`src/ptt_pkg.sv`:
```
// constants, types and helper functions of the packet traffic tester
package ptt_pkg;
   localparam int SEG_DATA_W = 32;
   localparam int CHAN_W = 8;
   localparam int IDX_W = 16;
   localparam int PKT_CNT_MIN = 2;
   localparam int PKT_CNT_MAX = 65534;
   localparam int PKT_CNT_DEF = 20;
   localparam int NSEG_DEF = 4;
   localparam logic [CHAN_W-1:0] BURST_CHAN_A = 8'h05;
   localparam logic [CHAN_W-1:0] BURST_CHAN_B = 8'h0a;
   localparam logic [IDX_W:0] PKT_IDX_RST = 17'h00000;
   // clock and timing
   localparam int CLK_MHZ = 40;
   localparam int RX_GAP_NS = 10000;
   localparam int RX_GAP_CYC = (RX_GAP_NS * CLK_MHZ) / 1000;
   localparam logic [15:0] GAP_RST = 16'h0000;
   // clock plan per line rate
   localparam logic [9:0] LBUS_CLK_MHZ = 10'd300;
   localparam logic [9:0] CORE_CLK_MHZ_LOW = 10'd300;
   localparam logic [9:0] CORE_CLK_MHZ_HIGH = 10'd412;

   typedef enum logic {RATE_12G5, RATE_25G78} ptt_rate_type;

   typedef struct packed {
      logic ena;
      logic packetStartMarker;
      logic packetEndMarker;
      logic [CHAN_W-1:0] chan;
      logic [SEG_DATA_W-1:0] data;
   } ptt_seg_type;

   // channel of packet number idx
   function automatic logic [CHAN_W-1:0] chanFor(input logic [IDX_W-1:0] idx, input logic burst);
      chanFor = burst ? (idx[0] ? BURST_CHAN_B : BURST_CHAN_A) : idx[CHAN_W-1:0];
   endfunction

   // payload of packet number idx
   function automatic logic [SEG_DATA_W-1:0] dataFor(input logic [IDX_W-1:0] idx);
      dataFor = {idx, ~idx};
   endfunction

   // bit reversal of the data path
   function automatic logic [SEG_DATA_W-1:0] swapBits(input logic [SEG_DATA_W-1:0] d);
      for (int i = 0; i < SEG_DATA_W; i++) begin
         swapBits[i] = d[SEG_DATA_W-1-i];
      end
   endfunction
endpackage

```
`src/ptt_tester.sv`:
```
// packet generator and monitor for the segmented local bus
`timescale 1ns/1ps
module ptt_tester
   import ptt_pkg::*;
#(
   parameter int NUM_PKTS = PKT_CNT_DEF,
   parameter int NSEG = NSEG_DEF,
   parameter ptt_rate_type LINE_RATE = RATE_12G5,
   parameter bit INBAND_FC_EN = 1'b1,
   parameter bit OOB_FC_EN = 1'b1
) (
   input wire logic clk, // system clock
   input wire logic srst, // sync reset, high
   input wire logic gtLocked, // transceiver lock
   input wire logic rxAligned, // receive alignment
   input wire logic burstMode, // 1 burst, 0 packet mode
   input wire logic restartIn, // relaunch request
   input wire logic errInjEn, // request error injection
   output ptt_seg_type [NSEG-1:0] txBeat, // transmit segments
   output logic txValid, // transmit beat valid
   input wire logic txReady, // core takes beat
   input wire logic txOverflow, // core fifo overflow
   input wire logic txUnderflow, // core fifo underflow
   input wire ptt_seg_type [NSEG-1:0] rxBeat, // receive segments
   input wire logic rxValid, // receive beat valid
   input wire logic ibFcStatErr, // in-band fc monitor error
   input wire logic oobFcStatErr, // out-of-band fc monitor error
   input wire logic errInjStat, // core error-injection status
   output logic inbandFlowCtlXoff, // in-band fc helper control
   output logic outOfBandFlowCtlXoff, // out-of-band fc helper control
   output logic errInjReq, // error injection pulse
   output logic txDoneLed, // all packets sent
   output logic txBusyLed, // generator busy
   output logic txFailLed, // fifo over/underflow seen
   output logic rxDoneLed, // all packets received, or receive gap timer expired
   output logic rxBusyLed, // monitor busy
   output logic rxErrLed, // data or count error
   output logic rxFcErrLed, // fc monitor error seen
   output logic rxErrInjLed, // error injection seen
   output logic sharedClk, // one clock for core and bus
   output logic [9:0] coreClkMhz, // core clock rate
   output logic [9:0] lbusClkMhz // bus clock rate
);
   initial begin
      if (NUM_PKTS < PKT_CNT_MIN || NUM_PKTS > PKT_CNT_MAX || (NUM_PKTS % 2) != 0) begin
         $error("packet count must be even and in range");
      end
      if (NSEG < 1 || NSEG > 16) begin
         $error("segment count out of range");
      end
   end

   localparam int BW = NSEG * $bits(ptt_seg_type);
   localparam logic [IDX_W:0] PKT_TOTAL = (IDX_W+1)'(NUM_PKTS);
   localparam logic [IDX_W:0] SEG_STEP = (IDX_W+1)'(NSEG);
   localparam logic [15:0] GAP_LIMIT = 16'(RX_GAP_CYC);

   typedef enum logic [1:0] {G_IDLE, G_WAIT, G_SEND, G_DONE} ptt_gen_state_type;
   typedef enum logic [1:0] {M_IDLE, M_WAIT, M_RECV, M_DONE} ptt_mon_state_type;

   ptt_gen_state_type genState_q, genState_d;
   ptt_mon_state_type monState_q, monState_d;
   logic [IDX_W:0] pktBase_q;
   logic [IDX_W:0] rxCnt_q;
   logic [15:0] gap_q;
   logic failSticky_q, rxErr_q, fcErr_q, errInjSeen_q, errInjReq_q;
   ptt_seg_type [NSEG-1:0] genBeat;
   logic bufInReady;
   logic [NSEG-1:0] segBad;
   logic [IDX_W:0] rxEnaCnt;

   wire linkUp = gtLocked && rxAligned;
   wire genValid = (genState_q == G_SEND) && linkUp;
   wire genTake = genValid && bufInReady;
   wire [IDX_W:0] pktNext = pktBase_q + SEG_STEP;
   wire rxTake = rxValid && (monState_q == M_RECV) && linkUp;
   wire [IDX_W:0] rxCntNext = rxCnt_q + rxEnaCnt;
   wire bothIdle = (genState_q == G_DONE) && (monState_q == M_DONE);
   wire restartGo = restartIn && bothIdle;
   wire rxMismatch = rxTake && ((|segBad) || (rxCntNext > PKT_TOTAL));
   wire gapExpired = (monState_q == M_RECV) && (gap_q >= GAP_LIMIT);

   // segment builder, one packet per segment
   for (genvar s = 0; s < NSEG; s++) begin : g_seg
      wire [IDX_W:0] idx = pktBase_q + (IDX_W+1)'(s);
      wire [IDX_W:0] rIdx = rxCnt_q + (IDX_W+1)'(s);
      assign genBeat[s].ena = (idx < PKT_TOTAL);
      assign genBeat[s].packetStartMarker = genBeat[s].ena;
      assign genBeat[s].packetEndMarker = genBeat[s].ena;
      assign genBeat[s].chan = chanFor(idx[IDX_W-1:0], burstMode);
      assign genBeat[s].data = swapBits(dataFor(idx[IDX_W-1:0]));
      assign segBad[s] = rxBeat[s].ena && (!rxBeat[s].packetStartMarker || !rxBeat[s].packetEndMarker
                         || rxBeat[s].chan != chanFor(rIdx[IDX_W-1:0], burstMode)
                         || swapBits(rxBeat[s].data) != dataFor(rIdx[IDX_W-1:0]));
   end

   // count of packets in a received beat
   always_comb begin
      rxEnaCnt = '0;
      for (int s = 0; s < NSEG; s++) begin
         rxEnaCnt = rxEnaCnt + (IDX_W+1)'(rxBeat[s].ena);
      end
   end

   // transmit path through the two-entry buffer
   ptt_two_entry_buffer #(
      .W(BW),
      .DEPTH(2)
   ) u_txBuf (
      .clk(clk),
      .srst(srst),
      .inData(genBeat),
      .inValid(genValid),
      .inReady(bufInReady),
      .outData(txBeat),
      .outValid(txValid),
      .outReady(txReady)
   );

   always_comb begin
      genState_d = genState_q;
      unique case (genState_q)
         G_IDLE: genState_d = G_WAIT;
         G_WAIT: genState_d = linkUp ? G_SEND : G_WAIT;
         G_SEND: genState_d = (genTake && pktNext >= PKT_TOTAL) ? G_DONE : G_SEND;
         G_DONE: genState_d = restartGo ? G_WAIT : G_DONE;
      endcase
   end

   always_comb begin
      monState_d = monState_q;
      unique case (monState_q)
         M_IDLE: monState_d = M_WAIT;
         M_WAIT: monState_d = linkUp ? M_RECV : M_WAIT;
         M_RECV: monState_d = ((rxTake && rxCntNext >= PKT_TOTAL) || gapExpired) ? M_DONE : M_RECV;
         M_DONE: monState_d = restartGo ? M_WAIT : M_DONE;
      endcase
   end

   // state registers
   always_ff @(posedge clk) begin
      if (srst) begin
         genState_q <= G_IDLE;
         monState_q <= M_IDLE;
      end else begin
         genState_q <= genState_d;
         monState_q <= monState_d;
      end
   end

   always_ff @(posedge clk) begin
      if (srst || restartGo) begin
         pktBase_q <= PKT_IDX_RST;
         rxCnt_q <= PKT_IDX_RST;
      end else begin
         pktBase_q <= genTake ? pktNext : pktBase_q;
         rxCnt_q <= rxTake ? rxCntNext : rxCnt_q;
      end
   end

   always_ff @(posedge clk) begin
      if (srst || monState_q != M_RECV || rxTake) begin
         gap_q <= GAP_RST;
      end else if (linkUp && !gapExpired) begin
         gap_q <= gap_q + 16'h0001;
      end
   end

   // sticky flags, set wins over restart
   always_ff @(posedge clk) begin
      if (srst) begin
         failSticky_q <= 1'b0;
         rxErr_q <= 1'b0;
         fcErr_q <= 1'b0;
         errInjSeen_q <= 1'b0;
      end else begin
         failSticky_q <= txOverflow || txUnderflow || (failSticky_q && !restartGo);
         rxErr_q <= rxMismatch || gapExpired || (rxErr_q && !restartGo);
         fcErr_q <= ibFcStatErr || oobFcStatErr || (fcErr_q && !restartGo);
         errInjSeen_q <= errInjStat || (errInjSeen_q && !restartGo);
      end
   end

   // error injection pulse on the first beat of a run
   always_ff @(posedge clk) begin
      if (srst) begin
         errInjReq_q <= 1'b0;
      end else begin
         errInjReq_q <= errInjEn && genTake && (pktBase_q == PKT_IDX_RST);
      end
   end

   // in-band flow-control helper, toggles per sent beat
   if (INBAND_FC_EN) begin : g_inband_flow_ctl
      logic xoff_q;
      always_ff @(posedge clk) begin
         if (srst) begin
            xoff_q <= 1'b0;
         end else if (genTake) begin
            xoff_q <= ~xoff_q;
         end
      end
      assign inbandFlowCtlXoff = xoff_q;
   end else begin : g_no_inband_flow_ctl
      assign inbandFlowCtlXoff = 1'b0;
   end

   // out-of-band flow-control helper, asserted while the generator is stalled by a full buffer
   if (OOB_FC_EN) begin : g_out_of_band_flow_ctl
      logic xoff_q;
      always_ff @(posedge clk) begin
         if (srst) begin
            xoff_q <= 1'b0;
         end else begin
            xoff_q <= genValid && !bufInReady;
         end
      end
      assign outOfBandFlowCtlXoff = xoff_q;
   end else begin : g_no_out_of_band_flow_ctl
      assign outOfBandFlowCtlXoff = 1'b0;
   end

   // status outputs
   assign errInjReq = errInjReq_q;
   assign txDoneLed = (genState_q == G_DONE);
   assign txBusyLed = (genState_q != G_DONE);
   assign txFailLed = failSticky_q;
   assign rxDoneLed = (monState_q == M_DONE);
   assign rxBusyLed = (monState_q != M_DONE);
   assign rxErrLed = rxErr_q;
   assign rxFcErrLed = fcErr_q;
   assign rxErrInjLed = errInjSeen_q;

   assign sharedClk = (LINE_RATE == RATE_12G5);
   assign coreClkMhz = (LINE_RATE == RATE_12G5) ? CORE_CLK_MHZ_LOW : CORE_CLK_MHZ_HIGH;
   assign lbusClkMhz = LBUS_CLK_MHZ;
endmodule

```
`src/ptt_two_entry_buffer.sv`:
```
// small flip-flop fifo with valid and ready on both sides
`timescale 1ns/1ps
module ptt_two_entry_buffer #(
   parameter int W = 8,
   parameter int DEPTH = 2
) (
   input wire logic clk, // system clock
   input wire logic srst, // sync reset, high
   input wire logic [W-1:0] inData, // word to store
   input wire logic inValid, // word offered
   output logic inReady, // room for a word
   output logic [W-1:0] outData, // oldest word
   output logic outValid, // oldest word present
   input wire logic outReady // drain accepts
);
   localparam int PW = $clog2(DEPTH);

   initial begin
      if (DEPTH < 2 || (DEPTH & (DEPTH - 1)) != 0) begin
         $error("buffer depth must be a power of two, at least 2");
      end
   end

   logic [W-1:0] mem_q [DEPTH];
   logic [PW-1:0] wrPtr_q;
   logic [PW-1:0] rdPtr_q;
   logic [PW:0] fill_q;
   wire push = inValid && inReady;
   wire pop = outValid && outReady;

   // honest full and empty
   assign inReady = (fill_q != (PW+1)'(DEPTH));
   assign outValid = (fill_q != '0);
   assign outData = mem_q[rdPtr_q];

   // pointers and fill level
   always_ff @(posedge clk) begin
      if (srst) begin
         wrPtr_q <= '0;
         rdPtr_q <= '0;
         fill_q <= '0;
      end else begin
         wrPtr_q <= push ? wrPtr_q + 1'b1 : wrPtr_q;
         rdPtr_q <= pop ? rdPtr_q + 1'b1 : rdPtr_q;
         fill_q <= fill_q + (PW+1)'(push) - (PW+1)'(pop);
      end
   end

   // storage
   always_ff @(posedge clk) begin
      if (push) begin
         mem_q[wrPtr_q] <= inData;
      end
   end
endmodule

```
`config.mk`:
```
export PLATFORM = sky130hd
export DESIGN_NAME = ptt_tester
export DESIGN_NICKNAME = d
export VERILOG_FILES = /design/src/ptt_pkg.sv /design/src/ptt_tester.sv /design/src/ptt_two_entry_buffer.sv
export SDC_FILE = /design/constraint.sdc
export NUM_CORES = 1
export LEC_CHECK = 0
export BUFFER_PORTS_ARGS = -buffer_cell sky130_fd_sc_hd__buf_2
export CELL_PAD_IN_SITES_DETAIL_PLACEMENT = 0
export CELL_PAD_IN_SITES_GLOBAL_PLACEMENT = 1
export CORE_ASPECT_RATIO = 1.1
export CORE_UTILIZATION = 40
export DETAILED_ROUTE_END_ITERATION = 16
export HOLD_SLACK_MARGIN = 0.03
export PLACE_DENSITY_LB_ADDON = 0.1
export SLEW_MARGIN = 10
export SYNTH_ARGS = -nofsm -noshare
export SYNTH_HDL_FRONTEND = slang
export SYNTH_HIERARCHICAL = 1
export SYNTH_SLANG_ARGS = --single-unit
```
`constraint.sdc`:
```
create_clock -name clk -period 19.7 [get_ports clk]
set_input_delay 3.94 -clock clk [delete_from_list [all_inputs] [get_ports clk]]
set_output_delay 3.94 -clock clk [all_outputs]
set_load 0.03 [all_outputs]
```
# Yosys cells after proc, flatten, opt, wreduce, memory -nomap -nowiden
# Memory sizes are Yosys's and may differ from the RTL's. A register that Yosys moved wholly into a read port is not among the register bits.
# Cells that the tools add are included.
[totals]
out_inout_bits = 205
mem_bits_rw = 344
regBits = 65
elab_cells = 157
mem_count = 1
[memory_table]
columns = ["name", "words", "width", "rd", "rd_clocked_by_memory_dff", "wr", "line_no", "rtl"]
rows = [
  ["u_txBuf.mem_q", 2, 172, 1, 1, 1, "ptt_two_entry_buffer.sv:24", "logic [W-1:0] mem_q [DEPTH];"],
]
[classes]
eq_ne = 18
reduce_logical = 64
n_bitwise = 9
magnitude_cmp = 8
add_sub_neg = 16
n_mux = 26
[op_table]
columns = ["cell", "n"]
rows = [
  ["$ne 32x32->1", 4],
  ["$not 16->16", 8],
  ["$lt 17x5->1 const B", 4],
  ["$mux 8", 8],
  ["$add 17x2->17 const B", 2],
  ["$ge 17x5->1 const B", 2],
  ["$add 16x1->16 const B", 2],
  ["$add 16x2->16 const B", 2],
  ["$mux 4", 8],
  ["$ne 8x8->1", 4],
  ["$logic_and 1x1->1", 24],
  ["$logic_or 1x1->1", 24],
  ["$add 17x1->17 const B", 1],
  ["$add 17x3->17 const B", 1],
  ["$add 17x4->17", 1],
  ["$gt 17x5->1 const B", 1],
  ["$logic_not 17->1", 1],
  ["$ge 16x9->1 const B", 1],
  ["$pmux 2 s4", 2],
  ["$logic_not 1->1", 11],
  ["$eq 2x2->1 const B", 4],
  ["$ne 2x2->1 const B", 4],
  ["$mux 1", 6],
  ["$add 3x1->4", 1],
  ["11 further kinds", 15],
]

# Depth between registers and ports, before layout
[logic_depth]
word_depth = 12
ltp_mapped = 13
depth_no_buf = 13

# Hierarchy
# The synthesis kept the hierarchy.
[modules_own_cells]
columns = ["module", "n_inst", "area_per_inst_um2", "cells_each"]
rows = [
  ["ptt_two_entry_buffer", 1, 12981.2, 564],
  ["ptt_tester", 1, 6536.3, 918],
]

# Worst setup path after synthesis
# Ideal clock, no wire load.
[synth_timing]
path_type = "input to register"
start = "input port gtLocked"
end = "memory u_txBuf/mem_q[1][0] (netlist bit), enable pin"
slack_ns = 10.723
arrival_ns = 8.424
setup_ns = 0.554
path_buffers = 0
path_stages = 3
t_required_ns = 19.146
cell_sequence = "nand2_1 > nor2_1 > and3_1"
[synth_via]
elab_chain_cells = 5
[synth_lines]
columns = ["element", "line_no", "rtl"]
rows = [
  ["start, declared", "ptt_tester.sv:14", "input wire logic gtLocked,"],
  ["$logic_and 1x1->1", "ptt_tester.sv:72", "wire linkUp = gtLocked && rxAligned;"],
  ["$logic_and 1x1->1", "ptt_tester.sv:73", "wire genValid = (genState_q == G_SEND) && linkUp;"],
  ["named net genValid", "ptt_tester.sv:73", ""],
  ["$logic_and 1x1->1", "ptt_two_entry_buffer.sv:28", "wire push = inValid && inReady;"],
  ["$mux 1", "ptt_two_entry_buffer.sv:51", "if (push) begin"],
  ["$mux 1 (implied by the code)", "ptt_two_entry_buffer.sv:52", "mem_q[wrPtr_q] <= inData;"],
  ["end, declared", "ptt_two_entry_buffer.sv:24", ""],
]
# The timed path passes the listed nets, and every way through them passes these cells.

# Worst setup path after layout
[layout_timing]
start = "input port rxBeat[42] (netlist bit)"
end = "register rxErr_q, in the netlist rxErrLed"
[layout_via]
elab_chain_cells = 9
elab_cells_between_ends = 11
classes_between = "add/sub (4); order compare (1); reduce/logical (6)"
[layout_lines]
columns = ["element", "line_no", "rtl"]
rows = [
  ["start, declared", "ptt_tester.sv:24", "input wire ptt_seg_type [NSEG-1:0] rxBeat,"],
  ["$add 1x1->2", "ptt_tester.sv:101", "rxEnaCnt = rxEnaCnt + (IDX_W+1)'(rxBeat[s].ena);"],
  ["$add 2x1->3", "ptt_tester.sv:101", ""],
  ["$add 3x1->4", "ptt_tester.sv:101", ""],
  ["$add 17x4->17", "ptt_tester.sv:77", "wire [IDX_W:0] rxCntNext = rxCnt_q + rxEnaCnt;"],
  ["$gt 17x5->1", "ptt_tester.sv:80", "wire rxMismatch = rxTake && ((|segBad) || (rxCntNext > PKT_TOTAL));"],
  ["$logic_or 1x1->1 (*)", "ptt_tester.sv:80", ""],
  ["$logic_and 1x1->1 (*)", "ptt_tester.sv:80", ""],
  ["$logic_or 1x1->1 (*) (2 in series)", "ptt_tester.sv:178", "rxErr_q <= rxMismatch || gapExpired || (rxErr_q && !restartGo);"],
  ["end signal, assigned", "ptt_tester.sv:178", ""],
  ["end, declared", "ptt_tester.sv:66", "logic failSticky_q, rxErr_q, fcErr_q, errInjSeen_q, errInjReq_q;"],
]
# Mark *: on every way between the ends. The rest lies on a longest branch, timed or not.
# A chain may end at the register's enable or synchronous reset.

==> metrics.cfg <==
[floorplanning]
core_um2 = 48000
die_width_um = 213
die_h_um = 234
fp.dieArea_um2 = 49700
rows = 84
start_util_pct = 40.6
io_pins = 391

[power]
switching_share_pct = 21.8
power_mw = 1.81
leakagePower_nw = 8.18
p_int_mw = 1.42
switchingPower_mw = 0.395
pwr-share-comb_pct = 6.4
pwr-share-seq_pct = 51.5
vdd_drop_max_v = 0.0000548
p_per_area_nw_per_um2 = 77.6
p_clk_share_pct = 42.2

[synthesis]
synth_top_family_by_area = multiplexers
synthArstFlopShare_pct = 0
synth_edf_count = 344
yosysMostFrequentCell = edfxtp_1
synth_compound_area_share_pct = 6.52
synth-adder-area-share_pct = 0.949
yosys_warnings = 6
ys_seq_area_share_pct = 59.5
synthMuxAreaShare_pct = 12.7
synth-xor-area-share_pct = 4.24
synth_common_cells = edfxtp_1 (344), nor2_1 (110), mux2_2 (92)
yosysTopAreaCell = edfxtp_1
synthCells = 1482
synth_area_leaders = edfxtp_1 (53%), dfxtp_1 (6.6%), mux2_4 (6.2%)
synth_seq_cells = 408
synth_top_area_share_pct = 52.9
synth_ff_type = edfxtp_1
netlist-cell-type-count = 90
synth_area_um2 = 19500
avgSynthCellArea_um2 = 13.2
synth_simple_gate_area_share_pct = 12.5

[global_route]
grt_pass1_wl_um = 75900
grt_max_degree = 138
grt_pass1_vias = 12543
track_usage_pct = 20.5
overflow = 0
antenna_found_initial = 12

[hold_path]
hp-start = rxErrInjLed$_SDFF_PP0_
hp-class = reg -> reg
min_path_cells = 2

[critical_path]
cp_slowest_stage_delay_ns = 0.55
critPathMostFrequentCell = fa_1
r2r-start = rxCnt_q[7]$_SDFFE_PP0P_
critPathLaunchType = primary input
crit_slowest_cell = fa_1
endpoint_kind = flip-flop
crit_buf_inv = 3
cp_max_fo = 7
path_delay_family = adder cells
worst-r2r-cell-count = 8
path_depth = 13
cp_cell_sequence = buf_2 -> fa_1 -> inv_1 -> fa_1 -> inv_1 -> fa_1 -> nand3_1 -> nor4_1 -> nand3_1 -> o21a_1 -> o21ai_0 -> nand4_1 -> o41a_1
crit_type = in -> reg
cp.arrival_ns = 7.32
cp.required_ns = 20.14
startpoint = rxBeat[42]

[clock_tree]
clk_latency_ns = 0.55
cts_buffer_depth = 3
cts.sinks = 408
htreeDepth = 2
cts_tree = yes
path_clk_slew_ns = 0.06
post_cts_buffers = 0
post_cts_resized = 0
root_buffer = clkbuf_16
hold_buffers = 0
cts_buffers = 43

[timing]
final.period_utilization_pct = 35.0
setup_viol = 0
worstMarginPinSlew_ns = 1.16
max_freq_ghz = 0.145
worst_slack_ns = 12.81
clock_skew_ns = 0.0166
hold_ws_ns = 0.489
hold_viol = 0
rsz0062_at_grt = no
maxSlewViolCount = 0
timing.slew.headroom_pct = 22.9
fin_setup_tns_ns = 0
min_period_ns = 6.89

[placed_design]
port_buffers = 369
routabilityCongestion = 0.907
dpl.hpwl_um = 36700
preCtsSetupSlack_ns = 12.24
place_inst = 2477

[status]
status = finished, final reports clean

[drt]
detail_route.iter0.violations = 749
ant_nets = 0
wl_um = 51800
wl_per_cell_um = 20.2
drcViolationCount = 0
vias = 13058
firstDrtPassIters = 5
vias_per_cell = 5.09

[run]
max_cap_violations = 0

[final_layout]
area_growth_pct = 19.6
nets = 2076
nFillCells = 4388
drive_above_1_share_pct = 33.2
stdcell_count = 2566

-- sequential cells by signal, indices dropped and copies added (netlist names), named ones only --
name / count
u_txBuf/mem_q: 344
rxCnt_q: 17
gap_q: 16
pktBase_q: 15
genState_q: 2
monState_q: 2
u_txBuf/fill_q: 2
errInjReq: 1
inbandFlowCtlXoff: 1
outOfBandFlowCtlXoff: 1
rxErrInjLed: 1
rxErrLed: 1
rxFcErrLed: 1
txFailLed: 1
u_txBuf/rdPtr_q: 1
u_txBuf/wrPtr_q: 1
-- placed cells by master (no fill, tap or decap), types with 14 or more instances in the layout --
cell	synthesis	final
mux2_4	80	80
nand3_1	40	40
dfxtp_1	64	63
conb_1	2	57
a21oi_1	48	48
nand2_1	54	54
nor2b_1	35	35
inv_1	43	42
nand3b_1	24	24
nor4_1	25	25
nor3b_1	17	17
mux2_2	92	92
nor2_1	110	110
xor2_1	30	30
buf_2	24	369
mux2i_1	23	23
clkinv_1	2	14
nand4_1	25	25
o21ai_0	48	48
clkbuf_16	0	45
nand2b_1	23	23
nor3_1	31	31
xnor2_1	60	60
edfxtp_1	344	344
-- worst min-delay path, cell delays in order (launching register included) --
cell	delay, ns
dfxtp_1	0.32
a21oi_1	0.06
nor2_1	0.07
-- kinds of logic after synthesis --
| family | count (synthesis) |
|---|---|
| flip-flops | 408 |
| AO/OA/AOI/OAI | 194 |
| multiplexers | 196 |
| AND/OR/NAND/NOR | 443 |
| XOR/XNOR | 92 |
| buffers and inverters | 134 |
| other | 2 |
| adder cells (fa/ha/maj) | 13 |
-- power groups by stage --
stage | logic [mW] | clock network (mW) | registers, mW
2_1_floorplan | 0.0725 | 0 | 0.950
3_3_place_gp | 0.115 | 0 | 0.950
3_5_place_dp | 0.116 | 0 | 0.950
4_1_cts | 0.116 | 0.789 | 0.932
5_1_grt | 0.124 | 0.821 | 0.932
6_report | 0.115 | 0.764 | 0.932
-- per-layer routing --
layer  GRT usage (%)  vias up  part of all wire (%)
li1                -     6290                     -
met1            23.9     6302                    40
met2            35.4      365                    50
met3            4.26       95                   5.1
met4            10.2        6                   4.2
met5               0        -                 0.069
-- per-stage QoR --
step           util, %  instance area, um^2
3_3_place_gp      45.8                22000
3_5_place_dp      45.8                22000
6_report          48.6                23300
4_1_cts           48.6                23300
5_1_grt           48.6                23300
2_1_floorplan        -                19700
-- area by class of cell --
| class | instances | area [um^2] | area share [%] |
|---|---|---|---|
| repair buffers | 383 | 1960 | 8.42 |
| inverters | 46 | 178 | 0.761 |
| well taps | 645 | 807 | 3.46 |
| flip-flops and latches | 408 | 11600 | 49.8 |
| multi-input cells | 995 | 7420 | 31.8 |
| clock buffers | 60 | 1200 | 5.15 |
| diodes | 9 | 22.5 | 0.0965 |
| clock inverters | 20 | 135 | 0.579 |
-- final timing paths --
kind	end	slack, ns
min reg2reg	rxErrInjLed$_SDFF_PP0_	0.49
max	rxErrLed$_SDFF_PP0_	12.81
max reg2reg	rxErrLed$_SDFF_PP0_	15.37
min	rxErrInjLed$_SDFF_PP0_	0.49
Power figures use the tool's default switching activity.
